==> src/hw/btss_pkg.sv <==
// btss_pkg: opcode layout, reset values and constants of the bit-test-skip-if-set executor
package btss_pkg;

   // opcode word geometry
   localparam int unsigned OPC_W      = 14;
   localparam int unsigned ADDR_W     = 7;
   localparam int unsigned BIT_W      = 3;
   localparam int unsigned DATA_W     = 8;

   // field positions inside the opcode word
   localparam int unsigned ADDR_LSB   = 0;
   localparam int unsigned BIT_LSB    = 7;
   localparam int unsigned CLASS_LSB  = 10;
   localparam int unsigned CLASS_W    = 4;

   // top bits 01 followed by 11 mark bit_test_skip_if_set
   localparam logic [CLASS_W-1:0] CLASS_BTSS = 4'h7;

   // no-operation word put in place of a squashed instruction
   localparam logic [OPC_W-1:0]  OPC_NOP    = 14'h0000;

   // values after reset
   localparam logic [OPC_W-1:0]  RST_INSTR  = 14'h0000;
   localparam logic [ADDR_W-1:0] RST_ADDR   = 7'h00;
   localparam logic [BIT_W-1:0]  RST_BIT    = 3'h0;

   // instruction cycles when the tested bit is zero, and when the skip is taken
   localparam int unsigned CYC_NOSKIP = 1;
   localparam int unsigned CYC_SKIP   = 2;

endpackage

==> src/hw/btss_decode.sv <==
// btss_decode: combinational field split and class match of one opcode word
`timescale 1ns/1ns
`default_nettype none

module btss_decode (
   // opcode under decode
   input  wire logic [btss_pkg::OPC_W-1:0]  opcode_i,
   // decoded fields
   output logic                             is_btss_o,
   output logic [btss_pkg::BIT_W-1:0]       bit_idx_o,
   output logic [btss_pkg::ADDR_W-1:0]      reg_addr_o
);

   // class match and operand split
   always_comb begin
      is_btss_o  = (opcode_i[btss_pkg::CLASS_LSB +: btss_pkg::CLASS_W] == btss_pkg::CLASS_BTSS);
      bit_idx_o  = opcode_i[btss_pkg::BIT_LSB +: btss_pkg::BIT_W];
      reg_addr_o = opcode_i[btss_pkg::ADDR_LSB +: btss_pkg::ADDR_W];
   end

endmodule

`default_nettype wire

==> src/hw/btss_exec.sv <==
// btss_exec: prefetch register and execute stage of the bit-test-skip-if-set instruction
`timescale 1ns/1ns
`default_nettype none

module btss_exec (
   // clock and reset
   input  wire logic                             mclk_i,
   input  wire logic                             resetn_i,
   // prefetch side: word from program memory for the next cycle
   input  wire logic [btss_pkg::OPC_W-1:0]       instr_i,
   input  wire logic                             instr_valid_i,
   // register file side
   output logic      [btss_pkg::ADDR_W-1:0]      reg_addr_o,
   input  wire logic [btss_pkg::DATA_W-1:0]      reg_data_i,
   // execute stage towards the rest of the core
   output logic      [btss_pkg::OPC_W-1:0]       exec_instr_o,
   output logic                                  exec_valid_o,
   output logic                                  btss_active_o,
   output logic                                  skip_o
);

   // execute stage state
   logic [btss_pkg::OPC_W-1:0]  instr_q;
   logic [btss_pkg::OPC_W-1:0]  instr_d;
   logic                        valid_q;
   logic                        valid_d;
   logic                        btss_q;
   logic                        btss_d;
   logic [btss_pkg::BIT_W-1:0]  bit_idx_q;
   logic [btss_pkg::BIT_W-1:0]  bit_idx_d;
   logic [btss_pkg::ADDR_W-1:0] addr_q;
   logic [btss_pkg::ADDR_W-1:0] addr_d;
   logic                        skip_q;
   logic                        skip_d;

   // decode of the incoming prefetched word
   logic                        dec_btss;
   logic [btss_pkg::BIT_W-1:0]  dec_bit;
   logic [btss_pkg::ADDR_W-1:0] dec_addr;

   // result of the bit test in the present cycle
   logic                        bit_set;

   btss_decode u_decode (
      .opcode_i   (instr_i),
      .is_btss_o  (dec_btss),
      .bit_idx_o  (dec_bit),
      .reg_addr_o (dec_addr)
   );

   // bit test and next-stage selection
   always_comb begin
      bit_set = reg_data_i[bit_idx_q];
      skip_d  = valid_q & btss_q & bit_set;
      if (skip_d) begin
         // squash the prefetched word into a no-op
         instr_d   = btss_pkg::OPC_NOP;
         valid_d   = 1'h0;
         btss_d    = 1'h0;
         bit_idx_d = btss_pkg::RST_BIT;
         addr_d    = btss_pkg::RST_ADDR;
      end else if (instr_valid_i) begin
         // prefetched word moves into execute
         instr_d   = instr_i;
         valid_d   = 1'h1;
         btss_d    = dec_btss;
         bit_idx_d = dec_bit;
         addr_d    = dec_addr;
      end else begin
         // fetch bubble executes as a no-op
         instr_d   = btss_pkg::OPC_NOP;
         valid_d   = 1'h0;
         btss_d    = 1'h0;
         bit_idx_d = btss_pkg::RST_BIT;
         addr_d    = btss_pkg::RST_ADDR;
      end
   end

   // execute stage registers
   always_ff @(posedge mclk_i) begin
      if (!resetn_i) begin
         instr_q   <= btss_pkg::RST_INSTR;
         valid_q   <= 1'h0;
         btss_q    <= 1'h0;
         bit_idx_q <= btss_pkg::RST_BIT;
         addr_q    <= btss_pkg::RST_ADDR;
         skip_q    <= 1'h0;
      end else begin
         instr_q   <= instr_d;
         valid_q   <= valid_d;
         btss_q    <= btss_d;
         bit_idx_q <= bit_idx_d;
         addr_q    <= addr_d;
         skip_q    <= skip_d;
      end
   end

   // outputs straight from the stage registers
   assign exec_instr_o  = instr_q;
   assign exec_valid_o  = valid_q;
   assign btss_active_o = btss_q;
   assign reg_addr_o    = addr_q;                 // register read during own execute cycle
   assign skip_o        = skip_q;                 // marks the squashed second cycle

   // a valid word of the skip class is flagged as such
   property p_decode;
      @(posedge mclk_i) disable iff (!resetn_i)
      exec_valid_o && (exec_instr_o[btss_pkg::CLASS_LSB +: btss_pkg::CLASS_W] == btss_pkg::CLASS_BTSS)
      |-> btss_active_o;
   endproperty
   a_decode: assert property (p_decode)
      else $error("skip-class opcode not flagged");

   // register address and bit come from the executing word
   property p_operands;
      @(posedge mclk_i) disable iff (!resetn_i)
      btss_active_o |-> (reg_addr_o == exec_instr_o[btss_pkg::ADDR_LSB +: btss_pkg::ADDR_W])
                        && (bit_idx_q == exec_instr_o[btss_pkg::BIT_LSB +: btss_pkg::BIT_W]);
   endproperty
   a_operands: assert property (p_operands)
      else $error("operand fields do not match executing word");

   // set bit leads to a skip in the next cycle
   property p_skip_taken;
      @(posedge mclk_i) disable iff (!resetn_i)
      btss_active_o && reg_data_i[exec_instr_o[btss_pkg::BIT_LSB +: btss_pkg::BIT_W]] |=> skip_o;
   endproperty
   a_skip_taken: assert property (p_skip_taken)
      else $error("set bit did not cause a skip");

   // clear bit never skips
   property p_no_skip;
      @(posedge mclk_i) disable iff (!resetn_i)
      btss_active_o && !reg_data_i[exec_instr_o[btss_pkg::BIT_LSB +: btss_pkg::BIT_W]] |=> !skip_o;
   endproperty
   a_no_skip: assert property (p_no_skip)
      else $error("clear bit caused a skip");

   // prefetched word executes in the following cycle
   property p_prefetch;
      @(posedge mclk_i) disable iff (!resetn_i)
      !skip_d && instr_valid_i |=> exec_valid_o && (exec_instr_o == $past(instr_i));
   endproperty
   a_prefetch: assert property (p_prefetch)
      else $error("prefetched word not executed next cycle");

   // a fetch bubble never executes
   property p_bubble;
      @(posedge mclk_i) disable iff (!resetn_i)
      !instr_valid_i |=> !exec_valid_o;
   endproperty
   a_bubble: assert property (p_bubble)
      else $error("bubble marked valid");

   // squashed cycle is an inert no-op
   property p_squash;
      @(posedge mclk_i) disable iff (!resetn_i)
      skip_o |-> !exec_valid_o && (exec_instr_o == btss_pkg::OPC_NOP) && !btss_active_o;
   endproperty
   a_squash: assert property (p_squash)
      else $error("squashed word not a no-op");

   // taken skip costs exactly one extra cycle
   property p_two_cycle;
      @(posedge mclk_i) disable iff (!resetn_i)
      $rose(skip_o) |-> $past(btss_active_o) ##1 !skip_o;
   endproperty
   a_two_cycle: assert property (p_two_cycle)
      else $error("skip not exactly two cycles");

   // reset leaves an inert no-op in execute
   property p_reset_idle;
      @(posedge mclk_i)
      !resetn_i |=> !exec_valid_o && !skip_o && !btss_active_o
                    && (exec_instr_o == btss_pkg::RST_INSTR) && (reg_addr_o == btss_pkg::RST_ADDR);
   endproperty
   a_reset_idle: assert property (p_reset_idle)
      else $error("execute stage not idle after reset");

   // a cycle without a valid word is the no-op word and addresses register RST_ADDR
   property p_idle_nop;
      @(posedge mclk_i) disable iff (!resetn_i)
      !exec_valid_o |-> (exec_instr_o == btss_pkg::OPC_NOP) && !btss_active_o
                        && (reg_addr_o == btss_pkg::RST_ADDR);
   endproperty
   a_idle_nop: assert property (p_idle_nop)
      else $error("idle cycle not an inert no-op");

   // every valid word addresses the register named in its low bits
   property p_read_addr;
      @(posedge mclk_i) disable iff (!resetn_i)
      exec_valid_o |-> (reg_addr_o == exec_instr_o[btss_pkg::ADDR_LSB +: btss_pkg::ADDR_W]);
   endproperty
   a_read_addr: assert property (p_read_addr)
      else $error("register address differs from executing word");

   // a skip only ever follows a valid test word
   property p_skip_source;
      @(posedge mclk_i) disable iff (!resetn_i)
      skip_o |-> $past(btss_active_o) && $past(exec_valid_o);
   endproperty
   a_skip_source: assert property (p_skip_source)
      else $error("skip without a preceding test word");

   // squashed slots are never tested, so skips never chain
   property p_no_chain;
      @(posedge mclk_i) disable iff (!resetn_i)
      skip_o |=> !skip_o;
   endproperty
   a_no_chain: assert property (p_no_chain)
      else $error("skip lasted more than one cycle");

   // any other valid word completes in one cycle
   property p_other_one_cycle;
      @(posedge mclk_i) disable iff (!resetn_i)
      exec_valid_o && !btss_active_o |=> !skip_o;
   endproperty
   a_other_one_cycle: assert property (p_other_one_cycle)
      else $error("non-test word caused a skip");

endmodule

`default_nettype wire

==> config.mk <==
export PLATFORM = sky130hd
export DESIGN_NAME = btss_exec
export DESIGN_NICKNAME = d
export VERILOG_FILES = /design/src/hw/btss_pkg.sv /design/src/hw/btss_decode.sv /design/src/hw/btss_exec.sv
export SDC_FILE = /design/constraint.sdc
export NUM_CORES = 1
export LEC_CHECK = 0
export BUFFER_PORTS_ARGS = -buffer_cell sky130_fd_sc_hd__buf_2
export CAP_MARGIN = 20
export CORE_MARGIN = 5
export CORE_UTILIZATION = 45
export CTS_BUF_LIST = sky130_fd_sc_hd__clkbuf_16
export DETAILED_ROUTE_END_ITERATION = 10
export MAX_ROUTING_LAYER = met4
export PLACE_DENSITY = 0.85
export SYNTH_ARGS = -nofsm -noshare
export SYNTH_HDL_FRONTEND = slang
export SYNTH_HIERARCHICAL = 1
export SYNTH_SLANG_ARGS = --single-unit
export TNS_END_PERCENT = 100
==> constraint.sdc <==
create_clock -name mclk_i -period 1.8 [get_ports mclk_i]
set_input_delay 0.18 -clock mclk_i [delete_from_list [all_inputs] [get_ports mclk_i]]
set_output_delay 0.18 -clock mclk_i [all_outputs]
set_load 0.03 [all_outputs]
==> results by group, run 1 <==
Run status
  • Status: finished, final reports clean

CTS
  • Setup bufs post-CTS: 0
  • Clk root buf: clkbuf_16
  • TritonCTS buffer count: 3
  • Hold-fix buffers at CTS: 0
  • Max Root-Sink Buffers: 2
  • Worst-Skew Late Latency: 0.25 ns
  • CTS H-Tree Depth: 1
  • Post_cts resized: 0
  • Clk sink count: 27
  • CTS tree: yes
  • Worst-path clk slew: roughly 0.06 ns

Floorplan
  • IO Pins: 49
  • Die Ht: 60.0 µm
  • Row count: 18
  • Chip width: 60.0 µm
  • Core ar.: roughly 0.0024 mm²
  • Starting Density: 46.3%
  • Die area: 0.00360 mm²

Job
  • Max_cap viols: 0

Global routing
  • Tot GR Track Use: around an eighth
  • Vias in the first global route: 777
  • First-pass GRT wire length: 3.42 mm
  • Antenna violations before repair: 0
  • Largest net degree at the start of global routing: 28
  • GRT overflow: 0

Setup path
  • Worst path max stage delay: 0.52 ns
  • Worst setup EP type: flip-flop
  • Worst reg2reg startpoint: bit_idx_q[2]$_SDFF_PP0_
  • CP startpoint: bit_idx_q[2]$_SDFF_PP0_
  • Crit-path cells: mux4_2 > nand2b_4 > and3_1
  • Arrival time worst endpoint: 1.77 ns
  • Worst setup path class: reg -> reg
  • Crit path required time: 1.95 ns
  • Critical-path top delay cell: mux4_2
  • CP max FO: 27
  • CP Launch Type: flip-flop
  • Delay-heaviest family, CP: simple AND/OR/NAND/NOR gates
  • CP Buf/Inv Count: 0

Finish
  • ANT cells: 0
  • Final nets: 169
  • Most frequent cells in the layout: buf_2 (48), dfxtp_1 (27), nand2_1 (26)
  • Area delta synth->final: 20.9%
  • Non-Filler Instances: 173
  • Layout cells sized above 1: 53.8%
  • Leading cell type in the layout, fill and taps excluded: buf_2

Timing
  • Fin Clk Skew: 0.00328 ns
  • RSZ-0062 raised after global routing: no
  • Slew HR: 71.4%
  • Final setup violation count: 0
  • FMAX: 617 MHz
  • Final Max Slew Viols: 0
  • Crit path time final: between 1.5 and 2 ns
  • Final hold violations: 0
  • TNS Setup: 0 ns
  • Worst-margin pin slew: 0.429 ns
  • Final cycle utilization of the critical path: 90.1%

Power and ir drop
  • Clk network pwr share: 38.5%
  • P per Cell Area: 932 mW/mm²
  • Worst VDD drop: 0.550 mV
  • Internal Power: 976 µW
  • LEAKAGE: roughly 0.63 nW
  • Logic pwr share: 12.0%
  • Sw frac: about 23%
  • P_sw: 293 µW
  • Sequential share of power: 49.5%

Yosys
  • Syn Inst Count: 107
  • Synth unique cells: 19
  • Yosys warning count: 6
  • Post-synthesis sequential area ratio: 48.0%
  • Post-Syn Area: about 0.0011 mm²
  • Synth Register Bits: 27
  • Syn Nets: between 100 and 150
  • Post-synthesis average cell area: 10.5 µm²

Detailed routing
  • WL per Instance: 12.9 µm
  • Drt drc: 0
  • Total Wirelength: 2.24 mm
  • Detailed router's first-iteration violation count: 19
  • First-pass detailed-route iteration total: 5
  • DRT antenna net count: 0
  • Vias post-DR: 830
  • Vias/cell: 4.80

Min path
  • HP Class: in -> reg
  • Hold Path Origin: instr_i[6]

Place
  • Port Buf Inserts: 48
  • DP HPWL: approximately 1.7 mm
  • Inst Count DP: approximately 170
  • Routability Congestion: 0.770
-- worst register-to-register path: stages (launching register included) --
cell      delay (ns)
dfxtp_1         0.37
mux4_2          0.52
nand2b_4        0.36
and3_1          0.27
-- power groups by stage --
stage / Clock, mW / Sequential [mW] / Combinational (mW)
CTS: 0.497 / 0.629 / 0.153
finish: 0.488 / 0.629 / 0.152
floorplan: 0 / 0.683 / 0.0744
detailed placement: 0 / 0.642 / 0.153
global route: 0.521 / 0.631 / 0.164
global placement: 0 / 0.641 / 0.149
-- metrics by stage --
| stage | setup WS (ns) | power, mW | hold WS [ns] | utilization, % | area [µm²] |
|---|---|---|---|---|---|
| finish | 0.179 | 1.27 | 0.153 | 56.0 | 1360 |
| global route | 0.114 | 1.32 | 0.163 | 56.0 | 1360 |
| CTS | 0.173 | 1.28 | 0.151 | 56.0 | 1360 |
| detailed placement | 0.185 | 0.795 | 0.418 | 52.7 | 1280 |
| global placement | 0.243 | 0.790 | 0.413 | 52.7 | 1280 |
| floorplan | 0.400 | 0.757 | 0.296 | - | 1130 |
-- kinds of logic after synthesis --
group | count (synthesis) | share of synthesized area, %
muxes | 3 | 3.78
AOI/OAI and AO/OA | 27 | 22.1
buffers and inverters | 18 | 13.3
and+or+nand+nor | 32 | 12.8
DFF | 27 | 48.0
-- cells in the mapped netlist, drive strengths merged --
master | count | area [µm²]
nand2 | 26 | 97.6
and3 | 1 | 6.26
and4b | 1 | 10.0
nor2b | 1 | 6.26
nor2 | 1 | 3.75
clkbuf | 3 | 11.3
nand2b | 1 | 13.8
and2 | 1 | 6.26
a21boi | 1 | 7.51
a21oi | 25 | 215
dfxtp | 27 | 541
mux4 | 1 | 22.5
mux2i | 2 | 20.0
buf | 15 | 139
a221oi | 1 | 26.3
-- registers in the layout (all words and copies together), names as in the netlist --
| register | cells |
|---|---|
| exec_valid_o | 1 |
| bit_idx_q | 3 |
| skip_o | 1 |
| exec_instr_o | 14 |
| reg_addr_o | 7 |
| btss_active_o | 1 |
-- cell type report --
cell class | instances | area (µm²)
repair buffers | 50 | 268
flip-flops and latches | 27 | 541
well taps | 30 | 37.5
fillers | 217 | 1070
multi-input cells | 62 | 435
clock buffers | 3 | 75.1
clock inverters | 1 | 5.00
-- path summary, 6_finish.rpt --
kind | to | slack [ns] | depth (start not counted)
max | skip_o$_SDFF_PN0_ | 0.18 | 3
min | exec_instr_o[6]$_SDFF_PP0_ | 0.15 | 3
max reg2reg | skip_o$_SDFF_PN0_ | 0.18 | 3
min reg2reg | exec_instr_o[11]$_SDFF_PP0_ | 0.81 | 4
-- metal layers --
metal	track usage [%]	share of wire (%)	vias up
met5	-	0	-
met4	3.80	1.1	0
met3	2.81	8.5	2
met2	21.3	50	40
met1	15.7	41	374
li1	-	-	414
No activity file was read; power rests on OpenSTA's default activity.
==> inputs of run 2 (changes only) <==
clock period = 2 ns   (was 1.8 ns; I/O delays follow)
==> run 2 against run 1 <==
Clock skew increased by 0.00068 ns. Critical path depth unchanged. Clock power shrank 12%. Worst hold slack better by 0.015 ns. Largest cell class unchanged.
==> results by group, run 2 (synthesis results as in run 1) <==
Detailed routing
  • Vias/cell: 4.69
  • Total Wirelength: approximately 2.1 mm
  • First-pass detailed-route iteration total: 4
  • Drt drc: 0
  • DRT antenna net count: 0
  • Detailed router's first-iteration violation count: 13
  • WL per Instance: 12.1 µm
  • Vias post-DR: 812

Timing
  • TNS Setup: 0 ns
  • Final hold violations: 0
  • Final Max Slew Viols: 0
  • Crit path time final: 1.59 ns
  • Final setup violation count: 0
  • Final cycle utilization of the critical path: approximately four fifths
  • Worst-margin pin slew: roughly 0.42 ns
  • FMAX: around 630 MHz
  • RSZ-0062 raised after global routing: no
  • Fin Clk Skew: 0.00396 ns
  • Slew HR: 72.0%

Run status
  • Status: finished, final reports clean

Floorplan
  • Die Ht: 60.0 µm
  • Starting Density: 46.3%
  • Chip width: approximately 60 µm
  • IO Pins: 49
  • Core ar.: 0.00243 mm²
  • Row count: 18
  • Die area: between 0.003 and 0.004 mm²

Finish
  • Most frequent cells in the layout: buf_2 (48), dfxtp_1 (27), nand2_1 (26)
  • Storage cell area: around 540 µm²
  • Final nets: 169
  • Area delta synth->final: 19.7%
  • ANT cells: 0
  • Max reg flops: 14
  • Multi-input gate area: 435 µm²
  • Fillers: 212
  • Leading cell type in the layout, fill and taps excluded: buf_2
  • Layout cells sized above 1: roughly 53%
  • Fin util: 55.4%

Global routing
  • Tot GR Track Use: around an eighth
  • First-pass GRT wire length: between 3 and 4 mm
  • Vias in the first global route: 771
  • Largest net degree at the start of global routing: 28
  • GRT Max-Usage Layer: met2
  • Antenna violations before repair: 0
  • GRT overflow: 0
  • M2 GR Usage: 19.1%
  • Met1 GRT Util: 14.6%
  • M3 GR Usage: 3.24%

Setup path
  • CP max FO: 27
  • Critical-path top delay cell: mux4_2
  • Worst setup EP type: flip-flop
  • Worst setup path class: reg -> reg
  • Worst path max stage delay: 0.50 ns
  • Crit-path cells: mux4_2 > nand2b_4 > and3_1
  • CP Launch Type: flip-flop
  • Arrival time worst endpoint: 1.74 ns
  • Crit path required time: 2.15 ns

Power and ir drop
  • Logic pwr share: a little under an eighth
  • LEAKAGE: 0.625 nW
  • Internal Power: a little under 900 µW
  • Worst VDD drop: 0.562 mV
  • Clk network pwr share: 37.9%
  • Sw frac: 22.4%
  • Sequential share of power: between 50% and 60%
  • P_sw: 253 µW
  • P per Cell Area: between 800 and 900 mW/mm²

Place
  • DP HPWL: 1.54 mm
  • Routability Congestion: 0.771
  • Port Buf Inserts: between 40 and 50

CTS
  • Post_cts resized: 0
  • CTS H-Tree Depth: 1
  • Clk root buf: clkbuf_16
  • TritonCTS buffer count: 3
  • Setup bufs post-CTS: 0
  • Max Root-Sink Buffers: 2
  • Worst-Skew Late Latency: 0.25 ns
  • Hold-fix buffers at CTS: 0
  • Worst-path clk slew: about 0.06 ns
  • Clk sink count: 27
  • CTS tree: yes

Min path
  • HP Class: in -> reg

Job
  • Max_cap viols: 0
[run 2: cell types whose count changed in the layout (fill, tap and decap cells not counted)]
cell / before / now
buf_4: 1 / 2
buf_12: 1 / 0
inv_1: 0 / 1
clkinv_2: 1 / 0
[run 2: worst paths after layout]
kind	end	slack, ns	depth (start not counted)	startpoint
setup reg to reg	skip_o$_SDFF_PN0_	0.41	3	bit_idx_q[2]$_SDFF_PP0_
setup / recovery	skip_o$_SDFF_PN0_	0.41	3	bit_idx_q[2]$_SDFF_PP0_
hold reg to reg	exec_instr_o[11]$_SDFF_PP0_	0.82	2	bit_idx_q[0]$_SDFF_PP0_
hold / removal	exec_instr_o[6]$_SDFF_PP0_	0.17	3	instr_i[6]
[run 2: stage by stage]
stage               cell area [µm²]  instances  hold WS [ns]  power, mW  setup slack [ns]
floorplan                      1130        107         0.316      0.682             0.600
global route                   1350        173         0.172       1.18             0.349
detailed placement             1270        169         0.437      0.714             0.414
finish                         1350        173         0.168       1.13             0.408
CTS                            1350        173         0.166       1.15             0.398
global placement               1270        169         0.435      0.710             0.445
[run 2: worst max-delay path: cells and delay by family, from the launching register on]
family	cells	cell delay, ns
mux	1	0.50
flops	1	0.36
simple gates	2	0.62
[run 2: power by group through the flow]
stage | registers, mW | clock network (mW) | logic (mW)
floorplan | 0.615 | 0 | 0.0669
global placement | 0.577 | 0 | 0.134
detailed placement | 0.577 | 0 | 0.136
CTS | 0.565 | 0.444 | 0.137
global route | 0.567 | 0.468 | 0.147
finish | 0.565 | 0.427 | 0.136
[run 2: layer usage]
metal	vias up	wire length, µm
met4	0	40
met1	359	837
met2	33	1020
met5	-	0
li1	416	-
met3	4	200
[run 2: area by class of cell]
| cell class | count | area share, % |
|---|---|---|
| sequential | 27 | 40.1 |
| multi-input combinational | 62 | 32.3 |
| timing repair buffer | 50 | 18.9 |
| clock buffer | 3 | 5.57 |
| tap | 30 | 2.79 |
| clock inverter | 1 | 0.279 |
==> inputs of run 3 (changes only) <==
CORE_UTILIZATION = 42   (was 45)
PLACE_DENSITY = 0.84   (was 0.85)
clock period = 1.45 ns   (was 2 ns; I/O delays follow)
==> run 3 against run 2 <==
Utilization is 2.6 points higher. Largest cell class unchanged. Clock skew is 0.00095 ns lower. Final cell count rose by 4.0%. Worst hold slack lost 0.054 ns. Sequential power grew 38%. Combinational power rose by 49%. Worst setup slack got worse by 0.36 ns. First-iteration DRC count is 31% lower. Clock power increased by 43%. Die area grew 5.9%. Final area increased by 8.5%.
==> results by group, run 3 (synthesis results as in run 1) <==
Setup path
  • Delay-heaviest family, CP: multiplexers
  • CP Launch Type: flip-flop
  • CP max FO: 5
  • R2R Setup Slk: 0.05 ns
  • Critical Path Sink: exec_instr_o[12]$_SDFF_PP0_
  • Critical-path top delay cell: mux4_2
  • Worst setup EP type: flip-flop
  • Worst reg2reg startpoint: bit_idx_q[2]$_SDFF_PP0_
  • Crit-path cells: mux4_2 > nand2b_4 > buf_4 > a21oi_2
  • Worst setup path class: reg -> reg
  • R2R depth: 4
  • Arrival time worst endpoint: 1.60 ns
  • Reg-to-reg endpoint: exec_instr_o[12]$_SDFF_PP0_
  • Crit path depth: 4
  • Worst path max stage delay: 0.51 ns
  • CP Buf/Inv Count: 1
  • CP startpoint: bit_idx_q[2]$_SDFF_PP0_
  • Crit path required time: 1.65 ns

Floorplan
  • Die Ht: between 60 and 70 µm
  • Chip width: 61.8 µm
  • Row count: 18
  • Die area: 0.00382 mm²
  • IO Pins: 49
  • Core ar.: about 0.0025 mm²
  • Starting Density: between 40 and 50%

Power and ir drop
  • P_sw: approximately 380 µW
  • LEAKAGE: between 0.6 and 0.7 nW
  • Design Power: around 1.6 mW
  • Clk network pwr share: 38.3%
  • P per Cell Area: 1090 mW/mm²
  • Worst VDD drop: around 0.65 mV
  • Internal Power: 1.22 mW
  • Logic pwr share: 12.7%
  • Sw frac: 23.6%
  • Sequential share of power: 49.0%

Job
  • Max_cap viols: 0

CTS
  • CTS tree: yes
  • Clk root buf: clkbuf_16
  • Worst-Skew Late Latency: 0.26 ns
  • Hold-fix buffers at CTS: 0
  • TritonCTS buffer count: 3
  • Clk sink count: 27
  • Worst-path clk slew: 0.06 ns
  • Max Root-Sink Buffers: 2
  • CTS H-Tree Depth: 1

Finish
  • Area delta synth->final: 29.9%
  • Most frequent cells in the layout: buf_2 (48), nand2_1 (26), dfxtp_1 (24)
  • Leading cell type in the layout, fill and taps excluded: buf_2
  • Fin util: 58.0%
  • Fillers: between 200 and 250
  • Final nets: ~180
  • Layout Cell Area excl Fill: 0.00146 mm²
  • Max reg flops: 14
  • ANT cells: 0
  • Layout cells sized above 1: 58.0%

Global routing
  • Vias in the first global route: 885
  • Largest net degree at the start of global routing: 28
  • Antenna violations before repair: 0
  • GRT overflow: 0
  • Tot GR Track Use: approximately 14%
  • First-pass GRT wire length: around 3.7 mm

Timing
  • Slew HR: between 70% and 80%
  • Final hold violations: 0
  • RSZ-0062 raised after global routing: yes
  • Worst-margin pin slew: roughly 0.4 ns
  • Final Max Slew Viols: 0
  • Final setup violation count: 0
  • Fin Clk Skew: 0.00301 ns
  • Crit path time final: 1.40 ns
  • Final cycle utilization of the critical path: 96.6%
  • FMAX: ~700 MHz

Detailed routing
  • Met2 WL: 1.35 mm
  • Highest routed layer: met4
  • Vias post-DR: a little under 900
  • Vias/cell: 4.82
  • Routed wl met3: around 210 µm
  • First-pass detailed-route iteration total: 4
  • Metal-1 WL: ~1000 µm
  • Detailed router's first-iteration violation count: 9
  • DRT antenna net count: 0
  • WL per Instance: 14.5 µm
  • Drt drc: 0
  • Total Wirelength: 2.61 mm

Place
  • DP HPWL: 1.76 mm
  • Placed Area: around 0.0013 mm²
  • Port Buf Inserts: 48
  • Routability Congestion: 0.745

Run status
  • Status: finished, final reports clean

Min path
  • HP Class: in -> reg
==> run 3: power groups by stage <==
stage	clock [mW]	sequential [mW]	combinational, mW
after global routing	0.648	0.784	0.218
after floorplan	0	0.848	0.0923
final	0.611	0.782	0.202
after detailed placement	0	0.797	0.195
after global placement	0	0.796	0.190
after CTS	0.627	0.781	0.201
==> run 3: layout make-up <==
| cell class | count | area [µm²] | area share, % |
|---|---|---|---|
| Clock buffer | 3 | 75.1 | 5.13 |
| Clock inverter | 1 | 3.75 | 0.257 |
| Multi-Input combinational cell | 63 | 455 | 31.1 |
| Sequential cell | 27 | 544 | 37.2 |
| Tap cell | 30 | 37.5 | 2.57 |
| Timing Repair Buffer | 56 | 347 | 23.7 |
==> run 3: repair_timing <==
item                       4_1_cts  5_1_grt
pin swaps                        0        1
gates resized for setup          0        5
setup endpoints to repair       19       24
buffers inserted                 2        0
cloned                           1        2
==> run 3: worst min-delay path by stage <==
stage               cells past startpoint  startpoint                         end  slack, ns
finish                                  3  instr_i[5]  exec_instr_o[5]$_SDFF_PP0_       0.11
global route                            3  instr_i[5]  exec_instr_o[5]$_SDFF_PP0_       0.12
CTS                                     3  instr_i[5]  exec_instr_o[5]$_SDFF_PP0_       0.11
detailed placement                      2    resetn_i           skip_o$_SDFF_PN0_       0.38
global placement                        3  instr_i[5]  exec_instr_o[5]$_SDFF_PP0_       0.38
floorplan                               2  instr_i[5]  exec_instr_o[5]$_SDFF_PP0_       0.26
==> run 3: metrics by stage <==
step	hold slack [ns]	worst slack, ns	cells	TNS (ns)
after floorplan	0.261	0.0500	107	0
after global placement	0.382	0.0379	171	0
after CTS	0.111	0.00793	178	0
final	0.114	0.0491	180	0
after detailed placement	0.382	-0.0108	171	-0.0126
after global routing	0.123	-0.0108	180	-0.0499
==> run 3: tightest hold or removal path, delay by kind of cell <==
family                 cells  cell delay [ns]
AOI/OAI and AO/OA          1             0.03
buffers and inverters      1             0.11
and+or+nand+nor            1             0.05
==> run 3: metal layers <==
layer  GRT usage [%]  vias up
li1                -      427
met1            13.5      407
met2            25.0       28
met3            4.13        5
met4            6.36        0
met5               -        -
